[config.mk]
export PLATFORM = sky130hd
export DESIGN_NAME = ict_timing
export DESIGN_NICKNAME = d
export VERILOG_FILES = /design/src/verilog/ict_pkg.sv /design/src/verilog/ict_hazard.sv /design/src/verilog/ict_bus_type.sv /design/src/verilog/ict_timing.sv
export SDC_FILE = /design/constraint.sdc
export NUM_CORES = 1
export LEC_CHECK = 0
export ABC_AREA = 1
export BUFFER_PORTS_ARGS = -buffer_cell sky130_fd_sc_hd__buf_2
export CAP_MARGIN = 20
export CELL_PAD_IN_SITES_DETAIL_PLACEMENT = 1
export CELL_PAD_IN_SITES_GLOBAL_PLACEMENT = 2
export CORE_ASPECT_RATIO = 0.9
export CORE_MARGIN = 5
export CORE_UTILIZATION = 31
export CTS_CLUSTER_DIAMETER = 60
export DETAILED_ROUTE_END_ITERATION = 8
export PLACE_DENSITY = 0.88
export SYNTH_ARGS = -nofsm -noshare
export SYNTH_HDL_FRONTEND = slang
export SYNTH_SLANG_ARGS = --single-unit
[constraint.sdc]
create_clock -name CLK -period 5.24 [get_ports CLK]
set_input_delay 0.524 -clock CLK [delete_from_list [all_inputs] [get_ports CLK]]
set_output_delay 0.524 -clock CLK [all_outputs]
set_load 0.01 [all_outputs]
[src/verilog/ict_pkg.sv]
// Shared types and cycle counts for the instruction cycle timing block
package ict_pkg;

	// ==========================================================
	// Bus cycle classes
	typedef enum logic [1:0]
	{
		ICT_NSEQ = 2'h0,
		ICT_SEQ = 2'h1,
		ICT_INT = 2'h2,
		ICT_COPROC = 2'h3
	} ict_cyc_t;

	// ==========================================================
	// Instruction classes at issue
	typedef enum logic [3:0]
	{
		ICT_CL_DATAOP = 4'h0,
		ICT_CL_LZ_COUNT = 4'h1,
		ICT_CL_WORD_LOAD = 4'h2,
		ICT_CL_DWORD_LOAD = 4'h3,
		ICT_CL_WORD_STORE = 4'h4,
		ICT_CL_DWORD_STORE = 4'h5,
		ICT_CL_MULTI_LOAD = 4'h6,
		ICT_CL_MULTI_STORE = 4'h7,
		ICT_CL_SWAP = 4'h8,
		ICT_CL_PRELOAD = 4'h9,
		ICT_CL_BRANCH = 4'hA,
		ICT_CL_SOFT_INT = 4'hB,
		ICT_CL_UNDEF = 4'hC,
		ICT_CL_COPROC_DP = 4'hD
	} ict_class_t;

	// ==========================================================
	// Data bus patterns and sequencer states
	typedef enum logic [1:0]
	{
		ICT_DP_IDLE = 2'h0,
		ICT_DP_BURST = 2'h1,
		ICT_DP_SWAP = 2'h2
	} ict_dpat_t;

	typedef enum logic [1:0]
	{
		ICT_ST_IDLE = 2'b01,
		ICT_ST_RUN = 2'b10
	} ict_state_t;

	// ==========================================================
	// Cycle counts
	localparam logic [5:0] ICT_T_ONE = 6'h01;
	localparam logic [5:0] ICT_T_REG_SHIFT = 6'h02;
	localparam logic [5:0] ICT_T_PC_ARITH = 6'h03;
	localparam logic [5:0] ICT_T_PC_LOGIC = 6'h04;
	localparam logic [5:0] ICT_T_SHIFT_LOAD = 6'h02;
	localparam logic [5:0] ICT_T_NARROW_USE = 6'h03;
	localparam logic [5:0] ICT_T_LOAD_PC = 6'h05;
	localparam logic [5:0] ICT_T_LOAD_PC_SCALED = 6'h06;
	localparam logic [5:0] ICT_T_DUAL = 6'h02;
	localparam logic [5:0] ICT_T_MULTI_ONE = 6'h02;
	localparam logic [5:0] ICT_T_MULTI_PC_EXTRA = 6'h04;
	localparam logic [5:0] ICT_T_STORE_SCALED = 6'h02;
	localparam logic [5:0] ICT_T_SWAP = 6'h02;
	localparam logic [5:0] ICT_T_BRANCH = 6'h03;
	localparam logic [5:0] ICT_T_USE_STALL = 6'h01;
	localparam logic [5:0] ICT_T_NARROW_STALL = 6'h02;
	localparam logic [5:0] ICT_WORDS_DUAL = 6'h02;
	localparam logic [5:0] ICT_SWAP_ACCESSES = 6'h02;
	localparam logic [5:0] ICT_PCW_N_BACK = 6'h02;
	localparam logic [5:0] ICT_K_FIRST = 6'h00;

endpackage

[src/verilog/ict_hazard.sv]
// Load-use comparison of a load destination against next sources
`timescale 1ns/1ps
module ict_hazard
	import ict_pkg::*;
(
	// Load destination
	input wire logic [3:0] dest,
	input wire logic dest_en,
	// Next instruction sources
	input wire logic [3:0] src_a,
	input wire logic [3:0] src_b,
	input wire logic [3:0] src_c,
	input wire logic [2:0] src_en,
	// Result
	output logic hit
);

	logic [3:0] srcs [3];
	logic [2:0] match;

	assign srcs[0] = src_a;
	assign srcs[1] = src_b;
	assign srcs[2] = src_c;

	genvar gi;
	generate
		for (gi = 0; gi < 3; gi++)
		begin : g_cmp
			assign match[gi] = src_en[gi] && (srcs[gi] == dest);
		end
	endgenerate

	assign hit = dest_en && (|match);

endmodule

[src/verilog/ict_bus_type.sv]
// Cycle class on each bus for one cycle of an instruction plan
`timescale 1ns/1ps
module ict_bus_type
	import ict_pkg::*;
(
	// Plan and position
	input wire logic [5:0] k,
	input wire logic [5:0] t,
	input wire logic pcw,
	input wire ict_dpat_t dpat,
	input wire logic [5:0] nb,
	input wire logic first_seq,
	// Cycle classes
	output ict_cyc_t icyc,
	output ict_cyc_t dcyc
);

	always_comb
	begin
		icyc = ICT_INT;
		if (k == ICT_K_FIRST)
			icyc = ICT_SEQ;
		else if (pcw && k == 6'(t - ICT_PCW_N_BACK))
			icyc = ICT_NSEQ;
		else if (pcw && k == 6'(t - ICT_T_ONE))
			icyc = ICT_SEQ;
	end

	always_comb
	begin
		dcyc = ICT_INT;
		unique case (dpat)
			ICT_DP_BURST:
			begin
				if (k == ICT_K_FIRST)
					dcyc = first_seq ? ICT_SEQ : ICT_NSEQ;
				else if (k < nb)
					dcyc = ICT_SEQ;
			end
			ICT_DP_SWAP:
			begin
				if (k < ICT_SWAP_ACCESSES)
					dcyc = ICT_NSEQ;
			end
			ICT_DP_IDLE:
				dcyc = ICT_INT;
			default:
				dcyc = ICT_INT;
		endcase
	end

endmodule

[src/verilog/ict_timing.sv]
// Instruction cycle sequencer driving instruction and data bus cycle classes
`timescale 1ns/1ps
module ict_timing
	import ict_pkg::*;
(
	// Clock and reset
	input wire logic CLK,
	input wire logic SYS_RST,
	// Issued instruction
	input wire logic ISSUE_VALID,
	input wire ict_class_t ISSUE_CLASS,
	input wire logic ISSUE_PC_DEST,
	input wire logic ISSUE_REG_SHIFT,
	input wire logic ISSUE_SHIFTED,
	input wire logic ISSUE_ARITH,
	input wire logic ISSUE_NARROW,
	input wire logic [4:0] ISSUE_NREGS,
	input wire logic [3:0] ISSUE_LOAD_DEST,
	input wire logic [3:0] COPROC_WAIT,
	// Following instruction sources
	input wire logic NEXT_VALID,
	input wire logic [3:0] NEXT_SRC_A,
	input wire logic [3:0] NEXT_SRC_B,
	input wire logic [3:0] NEXT_SRC_C,
	input wire logic [2:0] NEXT_SRC_EN,
	// Sequencer status
	output logic ISSUE_READY,
	output logic INSTR_END,
	output logic INTERLOCK,
	output logic DATA_SPECULATIVE_FLAG,
	// Bus cycle classes
	output ict_cyc_t I_CYC,
	output ict_cyc_t D_CYC
);

	// ==========================================================
	// Hazard detection
	logic acc;
	logic ld_en;
	logic hit;
	logic dep;

	assign acc = ISSUE_VALID && ISSUE_READY;
	assign ld_en = !ISSUE_PC_DEST && (ISSUE_CLASS == ICT_CL_WORD_LOAD || ISSUE_CLASS == ICT_CL_DWORD_LOAD
		|| ISSUE_CLASS == ICT_CL_MULTI_LOAD || ISSUE_CLASS == ICT_CL_SWAP);

	ict_hazard u_hazard
	(
		.dest(ISSUE_LOAD_DEST),
		.dest_en(ld_en),
		.src_a(NEXT_SRC_A),
		.src_b(NEXT_SRC_B),
		.src_c(NEXT_SRC_C),
		.src_en(NEXT_SRC_EN),
		.hit(hit)
	);

	assign dep = hit && NEXT_VALID;

	// ==========================================================
	// Plan of a newly issued instruction
	logic [5:0] n_t;
	logic [5:0] n_nb;
	logic [5:0] n_ilk;
	logic [5:0] nr;
	logic n_pcw;
	logic n_fs;
	logic n_spec;
	ict_dpat_t n_dpat;

	assign nr = {1'b0, ISSUE_NREGS};

	always_comb
	begin
		n_t = ICT_T_ONE;
		n_nb = ICT_T_ONE;
		n_ilk = '0;
		n_pcw = 1'b0;
		n_fs = 1'b0;
		n_spec = 1'b0;
		n_dpat = ICT_DP_IDLE;
		unique case (ISSUE_CLASS)
			ICT_CL_DATAOP:
			begin
				if (ISSUE_PC_DEST)
				begin
					n_pcw = 1'b1;
					if (ISSUE_ARITH && !ISSUE_SHIFTED && !ISSUE_REG_SHIFT)
						n_t = ICT_T_PC_ARITH;
					else
						n_t = ICT_T_PC_LOGIC;
				end
				else if (ISSUE_REG_SHIFT)
					n_t = ICT_T_REG_SHIFT;
			end
			ICT_CL_LZ_COUNT:
				n_t = ICT_T_ONE;
			ICT_CL_WORD_LOAD:
			begin
				n_dpat = ICT_DP_BURST;
				if (ISSUE_PC_DEST)
				begin
					n_pcw = 1'b1;
					n_t = ISSUE_SHIFTED ? ICT_T_LOAD_PC_SCALED : ICT_T_LOAD_PC;
				end
				else if (dep && ISSUE_NARROW)
				begin
					n_t = ICT_T_NARROW_USE;
					n_ilk = ICT_T_NARROW_STALL;
				end
				else
				begin
					n_t = ISSUE_SHIFTED ? ICT_T_SHIFT_LOAD : ICT_T_ONE;
					if (dep)
					begin
						n_t = 6'(n_t + ICT_T_USE_STALL);
						n_ilk = ICT_T_USE_STALL;
					end
				end
			end
			ICT_CL_DWORD_LOAD:
			begin
				n_dpat = ICT_DP_BURST;
				n_nb = ICT_WORDS_DUAL;
				n_t = ICT_T_DUAL;
				if (dep)
				begin
					n_t = 6'(ICT_T_DUAL + ICT_T_USE_STALL);
					n_ilk = ICT_T_USE_STALL;
				end
			end
			ICT_CL_WORD_STORE:
			begin
				n_dpat = ICT_DP_BURST;
				n_t = ISSUE_SHIFTED ? ICT_T_STORE_SCALED : ICT_T_ONE;
			end
			ICT_CL_DWORD_STORE:
			begin
				n_dpat = ICT_DP_BURST;
				n_nb = ICT_WORDS_DUAL;
				n_t = ICT_T_DUAL;
			end
			ICT_CL_MULTI_LOAD:
			begin
				n_dpat = ICT_DP_BURST;
				n_nb = nr;
				if (ISSUE_PC_DEST)
				begin
					n_pcw = 1'b1;
					n_t = 6'(nr + ICT_T_MULTI_PC_EXTRA);
				end
				else if (nr == ICT_T_ONE)
				begin
					n_t = ICT_T_MULTI_ONE;
					n_fs = 1'b1;
				end
				else
				begin
					n_t = nr;
					if (dep)
					begin
						n_t = 6'(nr + ICT_T_USE_STALL);
						n_ilk = ICT_T_USE_STALL;
					end
				end
			end
			ICT_CL_MULTI_STORE:
			begin
				n_dpat = ICT_DP_BURST;
				n_nb = nr;
				n_t = (nr == ICT_T_ONE) ? ICT_T_MULTI_ONE : nr;
			end
			ICT_CL_SWAP:
			begin
				n_dpat = ICT_DP_SWAP;
				n_t = ICT_T_SWAP;
				if (dep)
				begin
					n_t = 6'(ICT_T_SWAP + ICT_T_USE_STALL);
					n_ilk = ICT_T_USE_STALL;
				end
			end
			ICT_CL_PRELOAD:
				n_spec = 1'b1;
			ICT_CL_BRANCH, ICT_CL_SOFT_INT, ICT_CL_UNDEF:
			begin
				n_pcw = 1'b1;
				n_t = ICT_T_BRANCH;
			end
			ICT_CL_COPROC_DP:
				n_t = 6'(ICT_T_ONE + {2'h0, COPROC_WAIT});
			default:
				n_t = ICT_T_ONE;
		endcase
	end

	// ==========================================================
	// Sequencer next state
	ict_state_t state_q;
	ict_state_t state_d;
	ict_dpat_t dpat_q;
	ict_dpat_t dpat_d;
	ict_cyc_t icyc_w;
	ict_cyc_t dcyc_w;
	logic [5:0] k_q;
	logic [5:0] k_d;
	logic [5:0] t_q;
	logic [5:0] t_d;
	logic [5:0] nb_q;
	logic [5:0] nb_d;
	logic [5:0] ilk_q;
	logic [5:0] ilk_d;
	logic pcw_q;
	logic pcw_d;
	logic fs_q;
	logic fs_d;
	logic spec_q;
	logic spec_d;
	logic run_d;
	logic end_d;

	always_comb
	begin
		state_d = ICT_ST_IDLE;
		k_d = ICT_K_FIRST;
		t_d = t_q;
		nb_d = nb_q;
		ilk_d = ilk_q;
		pcw_d = pcw_q;
		fs_d = fs_q;
		spec_d = spec_q;
		dpat_d = dpat_q;
		if (state_q == ICT_ST_RUN && !INSTR_END)
		begin
			state_d = ICT_ST_RUN;
			k_d = 6'(k_q + ICT_T_ONE);
		end
		else if (acc)
		begin
			state_d = ICT_ST_RUN;
			t_d = n_t;
			nb_d = n_nb;
			ilk_d = n_ilk;
			pcw_d = n_pcw;
			fs_d = n_fs;
			spec_d = n_spec;
			dpat_d = n_dpat;
		end
	end

	assign run_d = (state_d == ICT_ST_RUN);
	assign end_d = run_d && (6'(k_d + ICT_T_ONE) == t_d);

	ict_bus_type u_bus_type
	(
		.k(k_d),
		.t(t_d),
		.pcw(pcw_d),
		.dpat(dpat_d),
		.nb(nb_d),
		.first_seq(fs_d),
		.icyc(icyc_w),
		.dcyc(dcyc_w)
	);

	// ==========================================================
	// Sequencer and plan registers
	always_ff @(posedge CLK)
	begin
		if (SYS_RST)
		begin
			state_q <= ICT_ST_IDLE;
			k_q <= '0;
			t_q <= ICT_T_ONE;
			nb_q <= ICT_T_ONE;
			ilk_q <= '0;
			pcw_q <= 1'b0;
			fs_q <= 1'b0;
			spec_q <= 1'b0;
			dpat_q <= ICT_DP_IDLE;
		end
		else
		begin
			state_q <= state_d;
			k_q <= k_d;
			t_q <= t_d;
			nb_q <= nb_d;
			ilk_q <= ilk_d;
			pcw_q <= pcw_d;
			fs_q <= fs_d;
			spec_q <= spec_d;
			dpat_q <= dpat_d;
		end
	end

	// ==========================================================
	// Registered outputs
	always_ff @(posedge CLK)
	begin
		if (SYS_RST)
		begin
			I_CYC <= ICT_INT;
			D_CYC <= ICT_INT;
			ISSUE_READY <= 1'b1;
			INSTR_END <= 1'b0;
			INTERLOCK <= 1'b0;
			DATA_SPECULATIVE_FLAG <= 1'b0;
		end
		else
		begin
			I_CYC <= run_d ? icyc_w : ICT_INT;
			D_CYC <= run_d ? dcyc_w : ICT_INT;
			ISSUE_READY <= !run_d || end_d;
			INSTR_END <= end_d;
			INTERLOCK <= run_d && (ilk_d != '0) && (k_d >= 6'(t_d - ilk_d));
			DATA_SPECULATIVE_FLAG <= run_d && spec_d;
		end
	end

	// ==========================================================
	// Checks
	a_idle_bus_int:
	assert property (@(posedge CLK) disable iff (SYS_RST)
		state_q == ICT_ST_IDLE |-> I_CYC == ICT_INT && D_CYC == ICT_INT)
	else $error("idle cycle not internal on both buses");

	a_dataop_one_cycle:
	assert property (@(posedge CLK) disable iff (SYS_RST)
		acc && ISSUE_CLASS == ICT_CL_DATAOP && !ISSUE_PC_DEST && !ISSUE_REG_SHIFT
		|=> I_CYC == ICT_SEQ && D_CYC == ICT_INT && INSTR_END)
	else $error("plain data op not one S cycle");

	a_regshift_two_cycle:
	assert property (@(posedge CLK) disable iff (SYS_RST)
		acc && ISSUE_CLASS == ICT_CL_DATAOP && !ISSUE_PC_DEST && ISSUE_REG_SHIFT
		|=> I_CYC == ICT_SEQ && !INSTR_END ##1 I_CYC == ICT_INT && INSTR_END)
	else $error("register shift op not S then I");

	a_pc_arith_seq:
	assert property (@(posedge CLK) disable iff (SYS_RST)
		acc && ISSUE_CLASS == ICT_CL_DATAOP && ISSUE_PC_DEST && ISSUE_ARITH && !ISSUE_SHIFTED && !ISSUE_REG_SHIFT
		|=> I_CYC == ICT_SEQ ##1 I_CYC == ICT_NSEQ ##1 I_CYC == ICT_SEQ && D_CYC == ICT_INT && INSTR_END)
	else $error("arithmetic PC write not 2S+1N in three cycles");

	a_load_plain_one:
	assert property (@(posedge CLK) disable iff (SYS_RST)
		acc && ISSUE_CLASS == ICT_CL_WORD_LOAD && !ISSUE_PC_DEST && !ISSUE_SHIFTED && !dep
		|=> D_CYC == ICT_NSEQ && INSTR_END)
	else $error("plain word load not one N cycle");

	a_load_use_stall:
	assert property (@(posedge CLK) disable iff (SYS_RST)
		acc && ISSUE_CLASS == ICT_CL_WORD_LOAD && !ISSUE_PC_DEST && !ISSUE_SHIFTED && !ISSUE_NARROW && dep
		|=> D_CYC == ICT_NSEQ && !INTERLOCK ##1 D_CYC == ICT_INT && INTERLOCK && INSTR_END)
	else $error("load-use interlock not one internal cycle");

	a_narrow_use_stall:
	assert property (@(posedge CLK) disable iff (SYS_RST)
		acc && ISSUE_CLASS == ICT_CL_WORD_LOAD && !ISSUE_PC_DEST && ISSUE_NARROW && dep
		|=> !INSTR_END [*2] ##1 INSTR_END && INTERLOCK)
	else $error("narrow load-use not three cycles");

	a_load_pc_five:
	assert property (@(posedge CLK) disable iff (SYS_RST)
		acc && ISSUE_CLASS == ICT_CL_WORD_LOAD && ISSUE_PC_DEST && !ISSUE_SHIFTED
		|=> D_CYC == ICT_NSEQ ##1 (!INSTR_END && D_CYC == ICT_INT) [*3] ##1 INSTR_END)
	else $error("load into PC not five cycles");

	a_swap_use_seq:
	assert property (@(posedge CLK) disable iff (SYS_RST)
		acc && ISSUE_CLASS == ICT_CL_SWAP && dep
		|=> D_CYC == ICT_NSEQ ##1 D_CYC == ICT_NSEQ ##1 D_CYC == ICT_INT && INSTR_END)
	else $error("dependent swap not 2N+1I");

	a_branch_three:
	assert property (@(posedge CLK) disable iff (SYS_RST)
		acc && ISSUE_CLASS == ICT_CL_BRANCH
		|=> I_CYC == ICT_SEQ ##1 I_CYC == ICT_NSEQ ##1 I_CYC == ICT_SEQ && D_CYC == ICT_INT && INSTR_END)
	else $error("branch not 2S+1N in three cycles");

endmodule

==> metrics.cfg <==
[hold_path]
whs_path_depth = 2
whs_endpoint = nb_q[5]$_SDFF_PP0_
hp-class = flop to flop
min-delay-start = nb_q[5]$_SDFF_PP0_

[critical_path]
cp.required_ps = 5410
end_kind = flop
worst-setup-path-type = primary input to flop
reg2reg_from = INSTR_END$_SDFF_PP0_
start_kind = primary input
reg2reg_slack_ps = 1620
critPathArrivalTime_ps = 4240
r2r-end = INTERLOCK$_SDFF_PP0_
cp_max_fo = 8
reg2reg_depth = 22

[clock_network]
insertion_delay_ps = 290
cts_resized = 0
cts_setup_buffers = 0
numCtsBuffers = 5
htreeDepth = 2
hold_buffers = 0
root_buffer = clkbuf_16
cts_buffer_depth = 2
clock-sinks = 39
cts_tree = yes
clk_pin_slew_worst_paths_ps = 50

[synthesis]
synthCells = 535
synth-seq-cells = 39
synth_ff_type = dfxtp_1
synth_area_leaders = dfxtp_1, nand2_1, ha_1, nor2_1, inv_1
netlist_area_mm2 = 0.003372
synth_largest_area_cell = dfxtp_1
synth-edff-count = 0
syn_nets = 607
yosysTopAreaCellShare = 0.2315
netlist_top_cells_count = nand2_1, nor2_1, inv_1
ys_types = 39
syn_area_per_cell_um2 = 6.303
synth.most_common_cell = nand2_1
synthArstFlopShare = 0
yosysSeqAreaShare = 0.2315
yosysWarnings = 0

[die]
die_width_um = 119.9
row_count = 36
die_area_mm2 = 0.01307
ios = 49
die-height_um = 108.9
initial_core_util = 0.3145
core_mm2 = 0.01072

[place]
gp_congestion = 0.8457
hpwl_um = 8969
io_buffers = 48
place_ws_ps = 868.8

[route]
dr.pass1.iters = 4
antenna_left = 0
initialDrtViolationCount = 121
num_vias = 3573
drc = 0
wire_per_inst_um = 15.09
vias_per_cell = 4.976
wl_um = 10830

[global_routing]
top_usage_layer = met2
antenna_found_initial = 0
grt_pass1_vias = 3686
grt_overflow = 0
use_met1 = 0.2362
grt_usage = 0.1726
grt_util_met3 = 0.01867
grt_max_degree = 29
use_met2 = 0.2944
grt_first_pass_wirelength_um = 18090

[finish]
utilization = 0.3630
drive_gt1_frac = 0.1778
num_antenna_cells = 0
syn_to_final_growth_pct = 15.40
nets = 656

[timing]
max_slew_margin = 0.4827
fin_setup_tns_ps = 0
fin_worst_skew_ps = 6.459
period_minus_slack_ps = 4072
setup_viol = 0
worst_pin_slew_ps = 767.8
finalMaxSlewViolations = 0
hold_slack_ps = 450.9
finalCritPeriodShare = 0.7771
fmax_ghz = 0.2456
rsz0062_at_grt = false
layout_setup_ws_ps = 1168
finalHoldViolCount = 0

[power_and_ir_drop]
leakagePower_uw = 0.002019
powerDensity_mw_per_mm2 = 225.3
ir_drop_mv = 0.1344
fin_total_pwr_uw = 876.7

[run_status]
outcome = complete, no violations

[job]
drv_cap = 0

[per-stage QoR]
step	std cells	instance area [um2]
6_report	718	3891
5_1_grt	718	3891
4_1_cts	718	3891
3_5_place_dp	710	3754
3_3_place_gp	710	3754
2_1_floorplan	535	3372
[layout make-up]
cell class                      instances  area, um2
Fill cell                            1443       6829
Multi-Input combinational cell        410       2256
Sequential cell                        39      780.7
Inverter                               78      295.3
Timing Repair Buffer                   50      255.2
Tap cell                              133      166.4
Clock buffer                            7      132.6
Clock inverter                          1      5.005
[worst max-delay path: stages]
cell and delay (ps):
buf_2 140, nor2_2 180, nand2_1 120, nand3_2 100, nand3_2 90, inv_4 130
nand2_4 80, ha_1 270, nand3b_1 160, nand3_1 100, nor2_1 40, nand2_1 80
nor2_2 40, nand2_2 90, nand2_2 90, ha_1 240, fa_1 460, ha_1 270
a21boi_0 130, o21a_1 180, o21a_1 170, o21a_1 160, o21a_1 160, o21ai_0 160
nor2_1 60
[cell families after synthesis]
family | share of synthesized area
flops | 0.2315
xor+xnor | 0.05418
fa+ha+maj | 0.1173
compound gates | 0.1069
simple gates | 0.3907
buf+inv | 0.09945
[power by group]
| group | switching (uW) | internal, uW | total, uW |
|---|---|---|---|
| combinational | 166 | 96.2 | 262 |
| clock | 124 | 176 | 301 |
| sequential | 3.83 | 310 | 314 |
| total | 294 | 582 | 877 |
[how the worst max path moves through the flow]
stage,to,slack [ps],cells after the start,from
after floorplan,INTERLOCK$_SDFF_PP0_,1330,25,ISSUE_CLASS[2]
after global placement,INTERLOCK$_SDFF_PP0_,1020,25,ISSUE_CLASS[3]
after detailed placement,INTERLOCK$_SDFF_PP0_,870,25,ISSUE_CLASS[0]
after CTS,INTERLOCK$_SDFF_PP0_,1160,25,ISSUE_CLASS[0]
after global routing,INTERLOCK$_SDFF_PP0_,900,25,ISSUE_CLASS[0]
final,INTERLOCK$_SDFF_PP0_,1170,25,ISSUE_CLASS[0]
[state kept, by name, summed over array words and instances, names as in the netlist, 2 cells and up]
register / cells
D_CYC: 2
I_CYC: 2
dpat_q: 2
ilk_q: 6
k_q: 6
nb_q: 6
state_q: 2
t_q: 6
[layer usage]
layer	wire length [um]	share of wire
met5	0	0
met4	116	0.011
met3	538	0.050
met2	5088	0.47
met1	5090	0.47
[cell usage in the layout, fill, tap and decap left out, types with 10 or more instances in the layout]
cell type,synthesis,final
o21ai_0,21,21
nor2_1,75,75
dfxtp_1,39,39
ha_1,30,30
nand2_1,129,129
buf_2,2,48
inv_2,12,12
nand2_2,12,12
inv_1,63,63
nand3_1,45,45
nor2_2,10,10
xor2_1,10,10
a21oi_1,20,20
Note: power is estimated with default switching activity, not from simulation.
